### src/design/sadc_params.svh
/*
  constants for the sar converter control: register addresses, field positions,
  reset values and phase timing counts in main clock periods.
  assumes the main clock is ref_clk_i and one cpu clock spans two main clocks.
*/
// How it works
// RULE_01 - enable bit zero halts all conversion
// RULE_02 - source bit: zero software, one trigger
// RULE_03 - time code picks 144..48 clock conversion
// RULE_04 - edge code: none, falling, rising, both
// RULE_05 - software keeps conversion time long enough
// RULE_06 - software stops before changing time code
// RULE_07 - channel register low three bits select
// RULE_08 - reset clears channel register
// RULE_09 - reset clears result register
// RULE_10 - sample input, then hold until done
// RULE_11 - bit seven trial, kept if greater
// RULE_12 - lower bits trial, kept if greater-equal
// RULE_13 - latch result and raise done together
// RULE_14 - conversions repeat until enable cleared; code repeats only in software mode, trigger mode returns to idle
// RULE_15 - sampling length follows the time code
// RULE_16 - start delay after enable, by code
// RULE_17 - software discards first result
// RULE_18 - standby stops the converter
// RULE_19 - software checks done flag before reading
// RULE_20 - each trigger edge starts one conversion; code ignores edges seen while not idle
// RULE_21 - channel write aborts and restarts
// RULE_22 - clearing enable stops, no latch
// RULE_23 - rewriting enable discards and restarts
// RULE_24 - leftover periods split over eight bits
// RULE_25 - trigger edges from synchronised pin samples
`ifndef SADC_PARAMS_SVH
`define SADC_PARAMS_SVH
`define SADC_ADDR_MODE      16'hff80
`define SADC_ADDR_CHAN      16'hff81
`define SADC_ADDR_RESULT    16'hff1f
`define SADC_MODE_RESET     8'h00
`define SADC_CHAN_RESET     8'h00
`define SADC_RESULT_RESET   8'h00
`define SADC_BIT_ENABLE     7
`define SADC_BIT_SOURCE     6
`define SADC_BIT_TIME_HI    5
`define SADC_BIT_TIME_LO    3
`define SADC_BIT_EDGE_HI    2
`define SADC_BIT_EDGE_LO    1
`define SADC_MODE_WMASK     8'hfe
`define SADC_CHAN_WMASK     8'h07
`define SADC_HALF_CPU_CLKS  8'h01
`define SADC_DELAY_SLOW     8'h07
`define SADC_DELAY_FAST     8'h04
`endif

### src/design/sadc_pkg.sv
/*
  types shared by the converter control modules.
  assumes the constants header is included by the modules that need it.
*/
package sadc_pkg;
  typedef enum logic [1:0] {
    SADC_EDGE_NONE,
    SADC_EDGE_FALL,
    SADC_EDGE_RISE,
    SADC_EDGE_BOTH
  } sadc_edge_t;
  typedef enum {
    SADC_IDLE,
    SADC_DELAY,
    SADC_SAMPLE,
    SADC_DECIDE
  } sadc_state_t;
  typedef struct packed {
    logic [7:0] conv_clks;
    logic [7:0] sample_clks;
    logic [7:0] bit_clks;
    logic [7:0] delay_clks;
    logic       legal;
  } sadc_timing_t;
endpackage : sadc_pkg

### src/design/sadc_trig_if.sv
/*
  carries the trigger detector's control and event between the modules.
  assumes one clock domain for both ends.
*/
`timescale 1ns/1ps
interface sadc_trig_if;
  logic [1:0] edge_code;
  logic       edge_seen;
  modport detector (input edge_code, output edge_seen);
  modport user     (output edge_code, input edge_seen);
endinterface : sadc_trig_if

### src/design/sadc_ctrl.sv
/*
  control of an 8-bit successive approximation converter: mode and channel
  registers on the cpu byte bus, start delay, sampling, bit decisions and
  result latch with a one-cycle done pulse.
  assumes the analog comparator answers cmp_gt_i (input above tap) and
  cmp_ge_i (input at or above tap) within one clock of tap_o changing, and
  that the cpu bus is synchronous to ref_clk_i.
*/
`timescale 1ns/1ps
`include "sadc_params.svh"
module sadc_ctrl (
  input  wire logic       ref_clk_i,
  input  wire logic       reset_n_i,
  input  wire logic [15:0] bus_addr_i,
  input  wire logic       bus_wr_i,
  input  wire logic       bus_rd_i,
  input  wire logic [7:0] bus_wdata_i,
  output logic      [7:0] bus_rdata_o,
  input  wire logic       standby_i,
  input  wire logic       trig_pin_i,
  input  wire logic       cmp_gt_i,
  input  wire logic       cmp_ge_i,
  output logic      [2:0] chan_sel_o,
  output logic            sample_o,
  output logic      [7:0] tap_o,
  output logic      [7:0] result_o,
  output logic            done_irq_o
);
  import sadc_pkg::*;

  sadc_trig_if  trig ();
  sadc_timing_t tim;
  sadc_state_t  state_q;
  sadc_state_t  state_d;
  logic [7:0]   mode_q;
  logic [2:0]   chan_q;
  logic [7:0]   result_q;
  logic [7:0]   sar_q;
  logic [7:0]   sar_d;
  logic [2:0]   bit_q;
  logic [7:0]   cnt_q;
  logic [7:0]   cnt_d;
  logic         armed_q;
  logic         done_q;
  logic [7:0]   rdata_q;
  logic [2:0]   chan_out_q;
  logic         sample_q;

  sadc_trig_edge u_trig (
    .ref_clk_i  (ref_clk_i),
    .reset_n_i  (reset_n_i),
    .trig_pin_i (trig_pin_i),
    .trig       (trig.detector)
  );

  sadc_timing u_timing (
    .time_code_i (mode_q[`SADC_BIT_TIME_HI:`SADC_BIT_TIME_LO]),
    .timing_o    (tim)
  );

  // bus decode
  wire wr_mode_w = bus_wr_i && (bus_addr_i == `SADC_ADDR_MODE);
  wire wr_chan_w = bus_wr_i && (bus_addr_i == `SADC_ADDR_CHAN);
  wire [7:0] mode_d_w = bus_wdata_i & `SADC_MODE_WMASK;

  wire enable_w   = mode_q[`SADC_BIT_ENABLE] & ~standby_i; // RULE_01 RULE_18
  wire hw_mode_w  = mode_q[`SADC_BIT_SOURCE];              // RULE_02
  wire wr_en1_w   = wr_mode_w && mode_d_w[`SADC_BIT_ENABLE];
  // a write of one to enable or any channel write restarts the cycle
  wire restart_w  = wr_chan_w || wr_en1_w;                 // RULE_21 RULE_23
  wire kill_w     = wr_mode_w && !mode_d_w[`SADC_BIT_ENABLE]; // RULE_22
  wire go_w       = hw_mode_w ? trig.edge_seen : armed_q;  // RULE_20
  wire cnt_end_w  = (cnt_q == 8'h00);
  wire last_bit_w = (bit_q == 3'h0);
  wire keep_w     = (bit_q == 3'h7) ? cmp_gt_i : cmp_ge_i;  // RULE_11 RULE_12
  wire finish_w   = (state_q == SADC_DECIDE) && cnt_end_w && last_bit_w;

  assign trig.edge_code = mode_q[`SADC_BIT_EDGE_HI:`SADC_BIT_EDGE_LO];

  wire [7:0] rd_mux_w = (bus_addr_i == `SADC_ADDR_MODE)   ? mode_q :
                        (bus_addr_i == `SADC_ADDR_CHAN)   ? {5'h00, chan_q} : // RULE_07
                        (bus_addr_i == `SADC_ADDR_RESULT) ? result_q : 8'h00;

  // next state; an illegal time code never leaves idle
  always_comb begin
    state_d = state_q;
    cnt_d   = cnt_q;
    sar_d   = sar_q;
    case (state_q)
      SADC_IDLE: begin
        if (enable_w && tim.legal && go_w && !restart_w) begin
          state_d = SADC_DELAY;
          // the armed idle cycle and the zero count are part of the delay
          cnt_d   = tim.delay_clks - 8'h02; // RULE_16
        end
      end
      SADC_DELAY: begin
        if (cnt_end_w) begin
          state_d = SADC_SAMPLE;
          cnt_d   = tim.sample_clks - 8'h01; // RULE_15
        end else begin
          cnt_d = cnt_q - 8'h01;
        end
      end
      SADC_SAMPLE: begin
        if (cnt_end_w) begin
          state_d = SADC_DECIDE;
          cnt_d   = tim.bit_clks - 8'h01; // RULE_24
          sar_d   = 8'h80;                // RULE_11
        end else begin
          cnt_d = cnt_q - 8'h01;
        end
      end
      SADC_DECIDE: begin
        if (cnt_end_w) begin
          // clear the trial bit when rejected, then trial the next one
          sar_d = sar_q & ~({7'h00, ~keep_w} << bit_q); // RULE_12
          if (!last_bit_w) begin
            sar_d = sar_d | (8'h01 << (bit_q - 3'h1));
            cnt_d = tim.bit_clks - 8'h01;
          end else begin
            // back to back in software mode: restart without the enable delay
            state_d = (hw_mode_w || !enable_w) ? SADC_IDLE : SADC_SAMPLE; // RULE_14
            cnt_d   = tim.sample_clks - 8'h01;
          end
        end else begin
          cnt_d = cnt_q - 8'h01;
        end
      end
      default: state_d = SADC_IDLE;
    endcase
    if (!enable_w || restart_w || kill_w) begin // RULE_01 RULE_22
      state_d = SADC_IDLE;
    end
  end

  always_ff @(posedge ref_clk_i or negedge reset_n_i) begin
    if (!reset_n_i) begin
      mode_q <= `SADC_MODE_RESET;
      chan_q <= 3'(`SADC_CHAN_RESET); // RULE_08
    end else begin
      if (wr_mode_w) mode_q <= mode_d_w;
      if (wr_chan_w) chan_q <= 3'(bus_wdata_i & `SADC_CHAN_WMASK); // RULE_07
    end
  end

  // software start pends from enable or channel write until taken
  always_ff @(posedge ref_clk_i or negedge reset_n_i) begin
    if (!reset_n_i) begin
      armed_q <= 1'b0;
    end else if (restart_w) begin
      armed_q <= 1'b1;
    end else if (state_q == SADC_IDLE && state_d == SADC_DELAY) begin
      armed_q <= 1'b0;
    end
  end

  always_ff @(posedge ref_clk_i or negedge reset_n_i) begin
    if (!reset_n_i) begin
      state_q <= SADC_IDLE;
      cnt_q   <= 8'h00;
      sar_q   <= 8'h00;
    end else begin
      state_q <= state_d;
      cnt_q   <= cnt_d;
      sar_q   <= sar_d;
    end
  end

  always_ff @(posedge ref_clk_i or negedge reset_n_i) begin
    if (!reset_n_i) begin
      bit_q <= 3'h7;
    end else if (state_d != SADC_DECIDE) begin
      bit_q <= 3'h7;
    end else if (state_q == SADC_DECIDE && cnt_end_w) begin
      bit_q <= bit_q - 3'h1;
    end
  end

  // partial results are dropped: finish needs a live decide state and no stop, restart or standby in its cycle
  always_ff @(posedge ref_clk_i or negedge reset_n_i) begin
    if (!reset_n_i) begin
      result_q <= `SADC_RESULT_RESET; // RULE_09
      done_q   <= 1'b0;
    end else begin
      done_q <= 1'b0;
      if (finish_w && enable_w && !restart_w && !kill_w) begin
        result_q <= sar_d;  // RULE_13
        done_q   <= 1'b1;   // RULE_13
      end
    end
  end

  always_ff @(posedge ref_clk_i or negedge reset_n_i) begin
    if (!reset_n_i) begin
      rdata_q    <= 8'h00;
      chan_out_q <= 3'h0;
      sample_q   <= 1'b0;
    end else begin
      rdata_q    <= bus_rd_i ? rd_mux_w : 8'h00;
      chan_out_q <= chan_q;
      sample_q   <= (state_d == SADC_SAMPLE); // RULE_10
    end
  end

  assign bus_rdata_o = rdata_q;
  assign chan_sel_o  = chan_out_q;
  assign sample_o    = sample_q;
  assign tap_o       = sar_q;
  assign result_o    = result_q;
  assign done_irq_o  = done_q;
endmodule // sadc_ctrl

### src/design/sadc_trig_edge.sv
/*
  synchroniser and edge detector for the external start trigger.
  assumes the pin is asynchronous to ref_clk_i.
*/
`timescale 1ns/1ps
module sadc_trig_edge
  import sadc_pkg::*;
(
  input  wire logic    ref_clk_i,
  input  wire logic    reset_n_i,
  input  wire logic    trig_pin_i,
  sadc_trig_if.detector trig
);
  logic sync1_q;
  logic sync2_q;
  logic prev_q;
  logic seen_q;
  wire  rise_w = sync2_q & ~prev_q;
  wire  fall_w = ~sync2_q & prev_q;
  wire  hit_w  = (trig.edge_code[1] & rise_w) | (trig.edge_code[0] & fall_w); // RULE_04

  always_ff @(posedge ref_clk_i or negedge reset_n_i) begin
    if (!reset_n_i) begin
      sync1_q <= 1'b0;
      sync2_q <= 1'b0;
      prev_q  <= 1'b0;
      seen_q  <= 1'b0;
    end else begin
      sync1_q <= trig_pin_i;
      sync2_q <= sync1_q;
      prev_q  <= sync2_q; // RULE_25
      seen_q  <= hit_w;
    end
  end
  assign trig.edge_seen = seen_q;
endmodule // sadc_trig_edge

### src/design/sadc_timing.sv
/*
  decodes the conversion time code into phase lengths in main clock periods.
  assumes the code is steady while converting; software changes it stopped.
*/
`timescale 1ns/1ps
`include "sadc_params.svh"
module sadc_timing
  import sadc_pkg::*;
(
  input  wire logic [2:0] time_code_i,
  output sadc_timing_t    timing_o
);
  logic [7:0] conv_w;
  logic [7:0] samp_w;
  logic       slow_w;
  always_comb begin
    slow_w = 1'b1;
    case (time_code_i) // RULE_03 RULE_15
      3'h0: begin conv_w = 8'h90; samp_w = 8'h14; end
      3'h1: begin conv_w = 8'h78; samp_w = 8'h10; end
      3'h2: begin conv_w = 8'h60; samp_w = 8'h0c; end
      3'h4: begin conv_w = 8'h48; samp_w = 8'h0a; slow_w = 1'b0; end
      3'h5: begin conv_w = 8'h3c; samp_w = 8'h08; slow_w = 1'b0; end
      3'h6: begin conv_w = 8'h30; samp_w = 8'h06; slow_w = 1'b0; end
      default: begin conv_w = 8'h00; samp_w = 8'h00; end
    endcase
  end
  // delay counted inside conversion time: leftover split over eight bits
  wire [7:0] delay_w = (slow_w ? `SADC_DELAY_SLOW : `SADC_DELAY_FAST) + `SADC_HALF_CPU_CLKS; // RULE_16
  wire [7:0] rest_w  = conv_w - samp_w - delay_w;
  assign timing_o.conv_clks   = conv_w;
  assign timing_o.sample_clks = samp_w;
  assign timing_o.bit_clks    = {3'h0, rest_w[7:3]}; // RULE_24
  assign timing_o.delay_clks  = delay_w;
  assign timing_o.legal       = (conv_w != 8'h00);
endmodule // sadc_timing

### config.mk
export PLATFORM = sky130hd
export DESIGN_NAME = sadc_ctrl
export DESIGN_NICKNAME = d
export VERILOG_FILES = /design/src/design/sadc_pkg.sv /design/src/design/sadc_trig_if.sv /design/src/design/sadc_ctrl.sv /design/src/design/sadc_trig_edge.sv /design/src/design/sadc_timing.sv
export VERILOG_INCLUDE_DIRS = /design/src /design/src/design
export SDC_FILE = /design/constraint.sdc
export NUM_CORES = 1
export LEC_CHECK = 0
export BUFFER_PORTS_ARGS = -buffer_cell sky130_fd_sc_hd__buf_2
export CAP_MARGIN = 10
export CORE_MARGIN = 10
export CORE_UTILIZATION = 25
export CTS_CLUSTER_DIAMETER = 200
export DETAILED_ROUTE_END_ITERATION = 8
export SETUP_SLACK_MARGIN = 0.2
export SYNTH_ARGS = -nofsm -noshare
export SYNTH_HDL_FRONTEND = slang
export SYNTH_SLANG_ARGS = --single-unit
### constraint.sdc
create_clock -name ref_clk_i -period 3.6 [get_ports ref_clk_i]
set_clock_uncertainty 0.2 [all_clocks]
set_input_delay 0.72 -clock ref_clk_i [delete_from_list [all_inputs] [get_ports ref_clk_i]]
set_output_delay 0.72 -clock ref_clk_i [all_outputs]
set_load 0.01 [all_outputs]
# Yosys cells after proc, flatten, opt, wreduce, memory -nomap -nowiden
# Cells that the tools add are included.
[op_classes]
add_sub_neg = 8
n_eq_ne = 17
shift = 2
mux = 32
n_bitwise = 13
reduce_logical = 32
[ops]
columns = ["op", "count"]
rows = [
  ["32-bit 2-to-1 mux", 6],
  ["32-bit case mux with 4 select lines", 1],
  ["32-bit by 2-bit equality test with 1-bit output, second input constant", 3],
  ["8-bit 2-to-1 mux", 12],
  ["32-bit by 3-bit equality test with 1-bit output, second input constant", 2],
  ["32-bit logical NOT", 2],
  ["16-bit equality test, second input constant", 3],
  ["8-bit case mux with 6 select lines", 1],
  ["32-bit by 1-bit equality test with 1-bit output, second input constant", 1],
  ["32-bit by 3-bit != test with 1-bit output, second input constant", 1],
  ["8-bit case mux with 4 select lines", 1],
  ["5-bit case mux with 6 select lines", 1],
  ["8-bit case mux with 2 select lines", 1],
  ["8-bit by 1-bit subtractor with 8-bit output, second input constant", 2],
  ["1-bit logical AND", 13],
  ["3-bit equality test, second input constant", 4],
  ["8-bit by 1-bit adder with 8-bit output, second input constant", 1],
  ["8-bit bitwise AND", 1],
  ["8-bit logical NOT", 1],
  ["8-bit inverter", 1],
  ["8-bit bitwise OR", 1],
  ["8-bit nonzero test", 1],
  ["1-bit by 3-bit << shifter with 8-bit output", 1],
  ["1-bit by 3-bit << shifter with 8-bit output, first input constant", 1],
  ["21 further kinds", 42],
]
[totals]
regBits = 87
inputBits = 32
out_inout_bits = 29
word_cells = 120

# Longest topological paths before layout
# Gate-level depths: netlist of the first run.
[logic_depth]
ltp_word = 13
depth_mapped = 14
ltp_nobuf = 13

# Cells and area by module
# A second synthesis of the first run with hierarchy kept.
[hier_totals]
hier_cells = 463
area_unflattened_um2 = 4720.8
[modules_own_cells]
columns = ["module", "n_inst", "cells_each", "area_per_inst_um2", "seq_area_each_um2"]
rows = [
  ["sadc_ctrl", 1, 382, 4102.7, 2080.7],
  ["sadc_timing", 1, 74, 498.0, 0.0],
  ["sadc_trig_edge", 1, 7, 120.1, 100.1],
]

# Worst setup path before layout of the first run
# OpenSTA, ideal clock, no wires.
[synth_path]
path_kind = "reg-to-reg"
start = "register mode_q[4]"
end = "register cnt_q[7]"
setup_ns = 0.066
arrival_time_ns = 2.710
t_required_ns = 3.334
slack_ns = 0.624
stages_incl_launch_ff = 11
n_path_buf = 1
period_less_slack_ns = 2.976
path_cell_list = "dfrtp_1 -> inv_1 -> ha_1 -> buf_2 -> and2_1 -> ha_1 -> nor3b_1 -> xor3_2 -> nor4_4 -> o221a_1 -> o311a_1"
[synth_between]
elab_chain_cells = 9
elab_cells_between_ends = 28
classes_between = "add/sub: 6; eq/ne: 6; mux: 9; reduce/logical: 7"
[synth_rtl]
columns = ["element", "line", "source"]
rows = [
  ["start: declaration", "sadc_ctrl.sv:35", "logic [7:0] mode_q;"],
  ["start signal: assignment", "sadc_ctrl.sv:139", "mode_q <= `SADC_MODE_RESET;"],
  ["start signal: assignment", "sadc_ctrl.sv:142", "if (wr_mode_w) mode_q <= mode_d_w;"],
  ["3-bit equality test", "sadc_timing.sv:18", "case (time_code_i)"],
  ["3-bit OR reduction (no source line)", "n/a", ""],
  ["2-bit 2-to-1 mux (no source line)", "n/a", ""],
  ["8-bit by 1-bit adder with 8-bit output (no source line)", "n/a", ""],
  ["8-bit subtractor", "sadc_timing.sv:30", "wire [7:0] rest_w = conv_w - samp_w - delay_w;"],
  ["5-bit by 1-bit subtractor with 6-bit output", "sadc_ctrl.sv:108, sadc_ctrl.sv:120", ""],
  ["8-bit 2-to-1 mux", "sadc_ctrl.sv:118", "if (!last_bit_w) begin"],
  ["8-bit 2-to-1 mux", "sadc_ctrl.sv:115", "if (cnt_end_w) begin"],
  ["8-bit case mux with 4 select lines", "sadc_ctrl.sv:89", "case (state_q)"],
  ["end signal: assignment", "sadc_ctrl.sv:165", "cnt_q <= cnt_d;"],
  ["end: declaration", "sadc_ctrl.sv:41", "logic [7:0] cnt_q;"],
]
# Several ways; a longest one is shown, not always the timed one. The select of a mux whose other input is x is not followed.
# A chain may end at the register's enable or synchronous reset.

# Worst setup path after layout of the first run
[layout_path]
start = "register mode_q[3]"
end = "register cnt_q[7]"
# Same word-level chain as after synthesis.

==> results.json, run 1 <==
{
  "die_area_um2": 23000,
  "clock_latency_ns": 0.34,
  "root_buffer": "clkbuf_16",
  "die_w_um": 152,
  "cp.required_ns": 3.68,
  "holdPathStages": 0,
  "syn_area_per_cell_um2": 10.8,
  "slew_viol_final": 0,
  "finalCritPeriodShare": 0.867,
  "hold_start": "u_trig.sync1_q",
  "endpoint_kind": "flip-flop",
  "synth.top_cell.area_share": 0.486,
  "ios": 61,
  "final_hold_viol_count": 0,
  "grt_pass1_vias": 3333,
  "layout.nets": 540,
  "drc": 0,
  "path_max_fanout": 10,
  "synth_edf_count": 0,
  "via_per_inst": 4.66,
  "io_buffer_count": 60,
  "busiest_layer": "met2",
  "setup_viol": 0,
  "ys.flop_type": "dfrtp_1",
  "wl_per_cell_um": 14.6,
  "clkTransAtPathRegs_ns": 0.07,
  "crit_start": "mode_q[3]",
  "grt_util_all_layers": 0.0924,
  "synth_cell_types": 69,
  "dpl-instance-area_um2": 4980,
  "via_count": 3362,
  "gp_congestion": 0.911,
  "p_leak_nw": 2.31,
  "drive_above_1_share": 0.215,
  "grt_overflow": 0,
  "yosys_register_bits": 87,
  "syn_area_um2": 4330,
  "core_area_um2": 17100,
  "grt_start_max_net_pins": 88,
  "tightestPinTransition_ns": 1.06,
  "r2r-start": "mode_q[3]",
  "setup_tns_ns": 0,
  "rsz0062_at_grt": "no",
  "stdcell_area_um2": 5290,
  "fmax_ghz": 0.320,
  "post-dp-hpwl_mm": 8.00,
  "status": "finished, final reports clean",
  "ant_nets": 0,
  "hold_class": "reg2reg",
  "gr-usage-met3": 0.0211,
  "drtIter0Drc": 238,
  "layout_commonest_cell": "dfrtp_1",
  "dr.pass1.iters": 5,
  "arrival_ns": 3.20,
  "synth.area.top_cells": "dfrtp_1 (49%), ha_1 (4.6%), nand2_1 (3.0%)",
  "start_util": 0.253,
  "areaGrowthSynthToFinish_pct": 22.2,
  "antenna_found_initial": 0,
  "reg2reg_depth": 12,
  "fin_crit_ns": 3.12,
  "relSlewSlack": 0.295,
  "async_flop_share": 1.00,
  "start_kind": "flip-flop",
  "routed_wl_mm": 10.5,
  "cts.sinks": 87,
  "cts_tree": "yes",
  "drv_cap": 0,
  "ys.warnings.count": 0,
  "htree_levels": 3,
  "yosys.area.top_type": "dfrtp_1",
  "rows": 48,
  "met1_usage": 0.123,
  "powerDensity_nw_per_um2": 377,
  "die_y_um": 152,
  "gr-usage-met2": 0.144,
  "cts-buffers-inserted": 9,
  "clock_path_buffers": 2,
  "criticalPathCategory": "reg2reg",
  "mostFrequentLayoutCells": "dfrtp_1 (83), buf_2 (59), nand2_1 (35)",
  "num_antenna_cells": 0,
  "ff2ff_setup_slack_ns": 0.48,
  "vdd_drop_max_v": 0.000253,
  "grt_pass1_wl_mm": 17.2,
  "synthCells": 401,
  "synth_seq_area_share": 0.504,
  "postCtsSetupBuffers": 0
}
==> timing repair <==
item	CTS	global route
hold buffers	0	0
setup endpoints to repair	0	3
gates resized for setup	0	4
==> flip-flops by register name, summed over array words and instances, names as in the netlist <==
signal	flops
sample_o	1
armed_q	1
u_trig.sync1_q	1
result_o	8
mode_q	7
chan_sel_o	3
bus_rdata_o	8
bit_q	3
u_trig.trig.edge_seen	1
state_q	32
tap_o	8
u_trig.sync2_q	1
done_irq_o	1
cnt_q	8
u_trig.prev_q	1
chan_q	3
==> final timing paths <==
kind / endpoint
worst max register to register: cnt_q[7]
worst min register to register: u_trig.sync2_q
max in group asynchronous: mode_q[4]
worst min-delay path: u_trig.sync2_q
min in group asynchronous: bus_rdata_o[5]
worst max-delay path: cnt_q[7]
==> synthesized netlist by cell type, drive strengths merged (6+ instances only) <==
cell type	n
a21o	6
a21oi	25
a22oi	9
buf	9
dfrtp	84
ha	16
inv	14
mux2	10
nand2	35
nand2b	7
nand3	13
nand3b	6
nor2	24
nor2b	9
nor3	11
nor4	13
o21ai	22
==> through the flow <==
stage / instances / setup WS [ns] / utilization / power (mW) / hold WS (ns)
finish: 722 / 0.479 / 0.309 / 1.99 / 0.152
global route: 722 / 0.205 / 0.309 / 2.06 / 0.152
CTS: 722 / 0.347 / 0.308 / 2.01 / 0.152
detailed placement: 706 / 0.379 / 0.291 / 1.08 / 0.137
global placement: 706 / 0.503 / 0.291 / 1.07 / 0.131
floorplan: 430 / 0.624 / - / 1.03 / 0.131
==> where the power goes <==
group,switching (mW),total [mW],internal (mW)
registers,0.00514,1.00,0.997
logic,0.0360,0.0544,0.0184
clock network,0.392,0.934,0.543
==> logic make-up (layout without fill, tap and decap cells) <==
group           count (synthesis)  after routing  synth area share
fa+ha+maj                      16             16            0.0463
xor+xnor                        8              8            0.0200
simple gates                  142            142             0.185
compound gates                106            106             0.179
other cells                     1             30          0.000867
buf+inv                        27             94            0.0292
flops                          87             87             0.504
mux                            14             14            0.0353
==> worst max-delay path, cell delays in order, from the launching register on <==
cell and delay (ns):
dfrtp_1 0.48, inv_1 0.15, ha_2 0.31, nand3b_1 0.11
a32oi_1 0.38, xor2_1 0.17, o21ai_0 0.10, a21oi_1 0.18
ha_1 0.17, inv_1 0.08, nor4_4 0.33, o221a_1 0.23
o311a_1 0.16
==> layer usage <==
metal | part of all wire | vias up
li1 | - | 1622
met1 | 0.46 | 1652
met2 | 0.47 | 71
met3 | 0.044 | 17
met4 | 0.019 | 0
met5 | 0 | -
==> cell type report <==
type / instances / area [um^2]
Fill cell: 1788 / 11800
Multi-Input combinational cell: 316 / 2140
Tap cell: 225 / 282
Inverter: 14 / 52.6
Timing Repair Buffer: 64 / 333
Clock inverter: 6 / 70.1
Sequential cell: 87 / 2180
Clock buffer: 10 / 229
No activity file was read; power rests on OpenSTA's default activity.
==> run 2, diff against run 1 <==
--- a/config.mk
+++ b/config.mk
@@ -9,9 +9,10 @@
 export BUFFER_PORTS_ARGS = -buffer_cell sky130_fd_sc_hd__buf_2
 export CAP_MARGIN = 10
 export CORE_MARGIN = 10
-export CORE_UTILIZATION = 25
+export CORE_UTILIZATION = 57
 export CTS_CLUSTER_DIAMETER = 200
 export DETAILED_ROUTE_END_ITERATION = 8
+export PLACE_DENSITY = 0.79
 export SETUP_SLACK_MARGIN = 0.2
 export SYNTH_ARGS = -nofsm -noshare
 export SYNTH_HDL_FRONTEND = slang
==> constraint.sdc (replaced) <==
create_clock -name ref_clk_i -period 3.1 [get_ports ref_clk_i]
set_clock_uncertainty 0.2 [all_clocks]
set_input_delay 0.62 -clock ref_clk_i [delete_from_list [all_inputs] [get_ports ref_clk_i]]
set_output_delay 0.62 -clock ref_clk_i [all_outputs]
set_load 0.01 [all_outputs]
==> results.json, run 2 (same netlist as run 1, synthesis figures left out) <==
{
  "top_register": "state_q",
  "clkTransAtPathRegs_ns": 0.08,
  "grt_pass1_vias": 3435,
  "endpoint_kind": "flip-flop",
  "setup_tns_ns": 0,
  "post-dp-hpwl_mm": 7.82,
  "finalCritPeriodShare": 0.940,
  "cp.required_ns": 3.20,
  "die_y_um": 107,
  "path_max_fanout": 4,
  "die_area_um2": 11500,
  "place_ws_ns": 0.0502,
  "drv_cap": 0,
  "drive_above_1_share": 0.259,
  "grt_pass1_wl_mm": 17.1,
  "ios": 61,
  "num_antenna_cells": 0,
  "root_buffer": "clkbuf_8",
  "powerDensity_nw_per_um2": 380,
  "cts_tree": "yes",
  "fmax_ghz": 0.343,
  "die_w_um": 107,
  "hold_class": "in2async",
  "met2WireLength_mm": 5.02,
  "dpl-instance-area_um2": 4890,
  "slew_viol_final": 0,
  "layout.nets": 557,
  "rows": 31,
  "setup_viol": 0,
  "wl_per_cell_um": 17.4,
  "tightestPinTransition_ns": 0.679,
  "areaGrowthSynthToFinish_pct": 21.0,
  "arrival_ns": 3.01,
  "wl_met3_um": 802,
  "rsz0062_at_grt": "yes",
  "routed_wl_mm": 10.6,
  "criticalPathCategory": "reg2reg",
  "status": "finished, final reports clean",
  "ff2ff_setup_slack_ns": 0.19,
  "fin_crit_ns": 2.91,
  "grt_util_all_layers": 0.183,
  "io_buffer_count": 60,
  "core_area_um2": 7330,
  "clock_latency_ns": 0.37,
  "p_leak_nw": 2.37,
  "power_mw": 1.99,
  "relSlewSlack": 0.548,
  "start_kind": "flip-flop",
  "htree_levels": 3,
  "highest_layer": "met4",
  "cts.sinks": 87,
  "utilization": 0.714,
  "clock_path_buffers": 2,
  "gp_congestion": 0.914,
  "via_count": 3566,
  "final_hold_viol_count": 0,
  "drc": 0,
  "mostFrequentLayoutCells": "dfrtp_1 (82), buf_2 (59), nand2_1 (35)",
  "start_util": 0.590,
  "dr.pass1.iters": 5,
  "vdd_drop_max_v": 0.000344,
  "drt-met1-wl_mm": 4.68,
  "via_per_inst": 5.82,
  "cts-buffers-inserted": 9,
  "layout_commonest_cell": "dfrtp_1",
  "stdcell_area_um2": 5230,
  "grt_overflow": 0,
  "drtIter0Drc": 316,
  "antenna_found_initial": 0,
  "largest_reg_flops": 32,
  "ant_nets": 0,
  "grt_start_max_net_pins": 54,
  "hold_buffers": 0,
  "layout_setup_ws_ns": 0.186
}
==> run 2: changes by cell type in the layout (fill, tap and decap cells not counted), moves of 2 or more <==
cell | previous run | this run
buf_4 | 5 | 20
clkbuf_16 | 9 | 0
clkbuf_8 | 0 | 11
ha_1 | 14 | 11
ha_4 | 0 | 3
o21ai_0 | 21 | 19
o21ai_1 | 0 | 2
==> run 2: routing by layer <==
| metal | vias up | global-route usage |
|---|---|---|
| met1 | 1773 | 0.241 |
| met2 | 124 | 0.284 |
| met4 | 0 | 0.0542 |
| li1 | 1652 | - |
| met3 | 17 | 0.0581 |
| met5 | - | 0 |
==> run 2: critical path: stages (launching register included) <==
cell and delay [ns]:
dfrtp_2 0.44, inv_1 0.13, ha_2 0.21, and2_4 0.16, ha_1 0.24, nor3b_2 0.21, xor3_2 0.50, buf_4 0.17
nor4_4 0.18, o221a_1 0.24, o311a_1 0.17
==> run 2: what timing repair did <==
| action | in CTS | in global routing |
|---|---|---|
| setup buffers | 1 | 9 |
| pin swaps | 1 | 7 |
| endpoints found under the setup margin | 4 | 9 |
| gates resized for setup | 3 | 14 |
==> run 2: where the power goes <==
| group | total [mW] | internal, mW | switching [mW] |
|---|---|---|---|
| combinational | 0.0702 | 0.0251 | 0.0451 |
| clock | 0.754 | 0.339 | 0.416 |
| sequential | 1.16 | 1.16 | 0.00701 |
==> run 2: final timing paths <==
check                      depth (start not counted)            from             end
max                                               10       mode_q[4]        cnt_q[7]
min                                                1       reset_n_i     state_q[17]
max reg2reg                                       10       mode_q[4]        cnt_q[7]
min reg2reg                                        0  u_trig.sync1_q  u_trig.sync2_q
max in group asynchronous                          2       reset_n_i     state_q[18]
min in group ref_clk_i                             1      trig_pin_i  u_trig.sync1_q
==> run 2: per-stage QoR <==
stage / hold slack, ns / std cells
floorplan: 0.124 / 430
global placement: 0.135 / 587
detailed placement: 0.148 / 587
CTS: 0.112 / 604
global route: 0.130 / 613
finish: 0.0936 / 613
==> run 2: layout make-up <==
type                       instances  area (um^2)
clock buffer                      11          151
clock inverter                     5         40.0
fill                             538         2100
inverter                          14         52.6
multi-input combinational        316         2200
sequential                        87         2180
tap                               99          124
timing repair buffer              81          478
==> run 3, diff against run 2 <==
--- a/config.mk
+++ b/config.mk
@@ -12,8 +12,9 @@
 export CORE_UTILIZATION = 57
 export CTS_CLUSTER_DIAMETER = 200
 export DETAILED_ROUTE_END_ITERATION = 8
+export HOLD_SLACK_MARGIN = 0.15
 export PLACE_DENSITY = 0.79
-export SETUP_SLACK_MARGIN = 0.2
+export SETUP_SLACK_MARGIN = 0.3
 export SYNTH_ARGS = -nofsm -noshare
 export SYNTH_HDL_FRONTEND = slang
 export SYNTH_SLANG_ARGS = --single-unit
==> results.json, run 3 (same netlist as run 1, synthesis figures left out) <==
{
  "die_w_um": 107,
  "layout_commonest_cell": "dfrtp_1",
  "top_register": "state_q",
  "power_mw": 1.97,
  "post-dp-hpwl_mm": 7.69,
  "utilization": 0.716,
  "ant_nets": 0,
  "ios": 61,
  "fin_crit_ns": 2.84,
  "p_leak_nw": 2.36,
  "slew_viol_final": 0,
  "areaGrowthSynthToFinish_pct": 21.4,
  "io_buffer_count": 60,
  "mostFrequentLayoutCells": "dfrtp_1 (81), buf_2 (59), nand2_1 (35)",
  "arrival_ns": 2.95,
  "tightestPinTransition_ns": 0.586,
  "start_kind": "flip-flop",
  "endpoint_kind": "flip-flop",
  "final_hold_viol_count": 0,
  "criticalPathCategory": "reg2reg",
  "dpl-instance-area_um2": 4860,
  "root_buffer": "clkbuf_8",
  "largest_reg_flops": 32,
  "grt_start_max_net_pins": 48,
  "hold_class": "reg2reg",
  "stdcell_area_um2": 5250,
  "drc": 0,
  "grt_util_all_layers": 0.184,
  "vdd_drop_max_v": 0.000297,
  "dr.pass1.iters": 5,
  "clock_path_buffers": 2,
  "place_ws_ns": 0.131,
  "gp_congestion": 0.918,
  "fill_cells": 528,
  "drtIter0Drc": 239,
  "drv_cap": 0,
  "relSlewSlack": 0.608,
  "start_util": 0.590,
  "htree_levels": 3,
  "grt_pass1_vias": 3514,
  "via_per_inst": 5.76,
  "clock_latency_ns": 0.37,
  "via_count": 3543,
  "clkTransAtPathRegs_ns": 0.09,
  "setup_viol": 0,
  "core_area_um2": 7330,
  "rsz0062_at_grt": "yes",
  "die_area_um2": 11500,
  "powerDensity_nw_per_um2": 375,
  "grt_overflow": 0,
  "die_y_um": 107,
  "num_antenna_cells": 0,
  "status": "finished, final reports clean",
  "cts.sinks": 87,
  "finalCritPeriodShare": 0.916,
  "layout.nets": 559,
  "grt_pass1_wl_mm": 17.1,
  "cp.required_ns": 3.21,
  "cts-buffers-inserted": 9,
  "path_max_fanout": 6,
  "setup_tns_ns": 0,
  "drive_above_1_share": 0.262,
  "rows": 31,
  "cts_tree": "yes",
  "fmax_ghz": 0.352,
  "layout_setup_ws_ns": 0.259,
  "antenna_found_initial": 0,
  "routed_wl_mm": 10.5,
  "wl_per_cell_um": 17.1
}
## run 3: through the flow
stage | hold slack (ns) | std cells
global placement | 0.151 | 584
detailed placement | 0.149 | 584
finish | 0.170 | 615
floorplan | 0.124 | 430
CTS | 0.178 | 610
global route | 0.185 | 615
## run 3: worst max-delay path, stage by stage, from the launching register on
cell	delay, ns
dfrtp_2	0.43
buf_6	0.14
ha_4	0.17
nand3b_1	0.18
a32oi_2	0.27
buf_4	0.14
xor3_2	0.43
buf_4	0.15
buf_4	0.14
xnor2_2	0.12
a211oi_1	0.26
o31a_1	0.17
## run 3: cell type report
| class | instances | area [um^2] | area share |
|---|---|---|---|
| Inverter | 14 | 55.1 | 0.0105 |
| Multi-Input combinational cell | 316 | 2220 | 0.422 |
| Sequential cell | 87 | 2180 | 0.416 |
| Timing Repair Buffer | 83 | 489 | 0.0932 |
| Tap cell | 99 | 124 | 0.0236 |
| Clock inverter | 5 | 41.3 | 0.00786 |
| Clock buffer | 11 | 141 | 0.0269 |
## run 3: path summary, 6_finish.rpt
path / startpoint / end / depth (start not counted) / slack [ns]
max in group asynchronous: reset_n_i / cnt_q[7] / 3 / 1.44
min: u_trig.sync1_q / u_trig.sync2_q / 0 / 0.17
min in group asynchronous: reset_n_i / state_q[29] / 2 / 0.59
max reg2reg: mode_q[4] / cnt_q[1] / 11 / 0.26
min reg2reg: u_trig.sync1_q / u_trig.sync2_q / 0 / 0.17
max: mode_q[4] / cnt_q[1] / 11 / 0.26
## run 3: metal layers
metal | vias to the layer above | wire (um) | track usage
li1 | 1667 | - | -
met1 | 1740 | 4460 | 0.236
met2 | 121 | 5260 | 0.293
met3 | 15 | 632 | 0.0497
met4 | 0 | 159 | 0.0648
met5 | - | 0 | 0
## run 3: report_power, final
group	leakage, nW	total (mW)	switching (mW)	internal, mW
registers	1.04	1.16	0.00603	1.16
logic	1.23	0.0693	0.0435	0.0258
clock network	0.0861	0.738	0.420	0.319
total	2.36	1.97	0.469	1.50
## run 3: what timing repair did
item                       CTS  global route
setup buffers                8             5
hold endpoints to repair    42             0
resized for setup           10            14
hold buffers                 2             0
setup endpoints to repair    5             7
pin swaps                    4             8
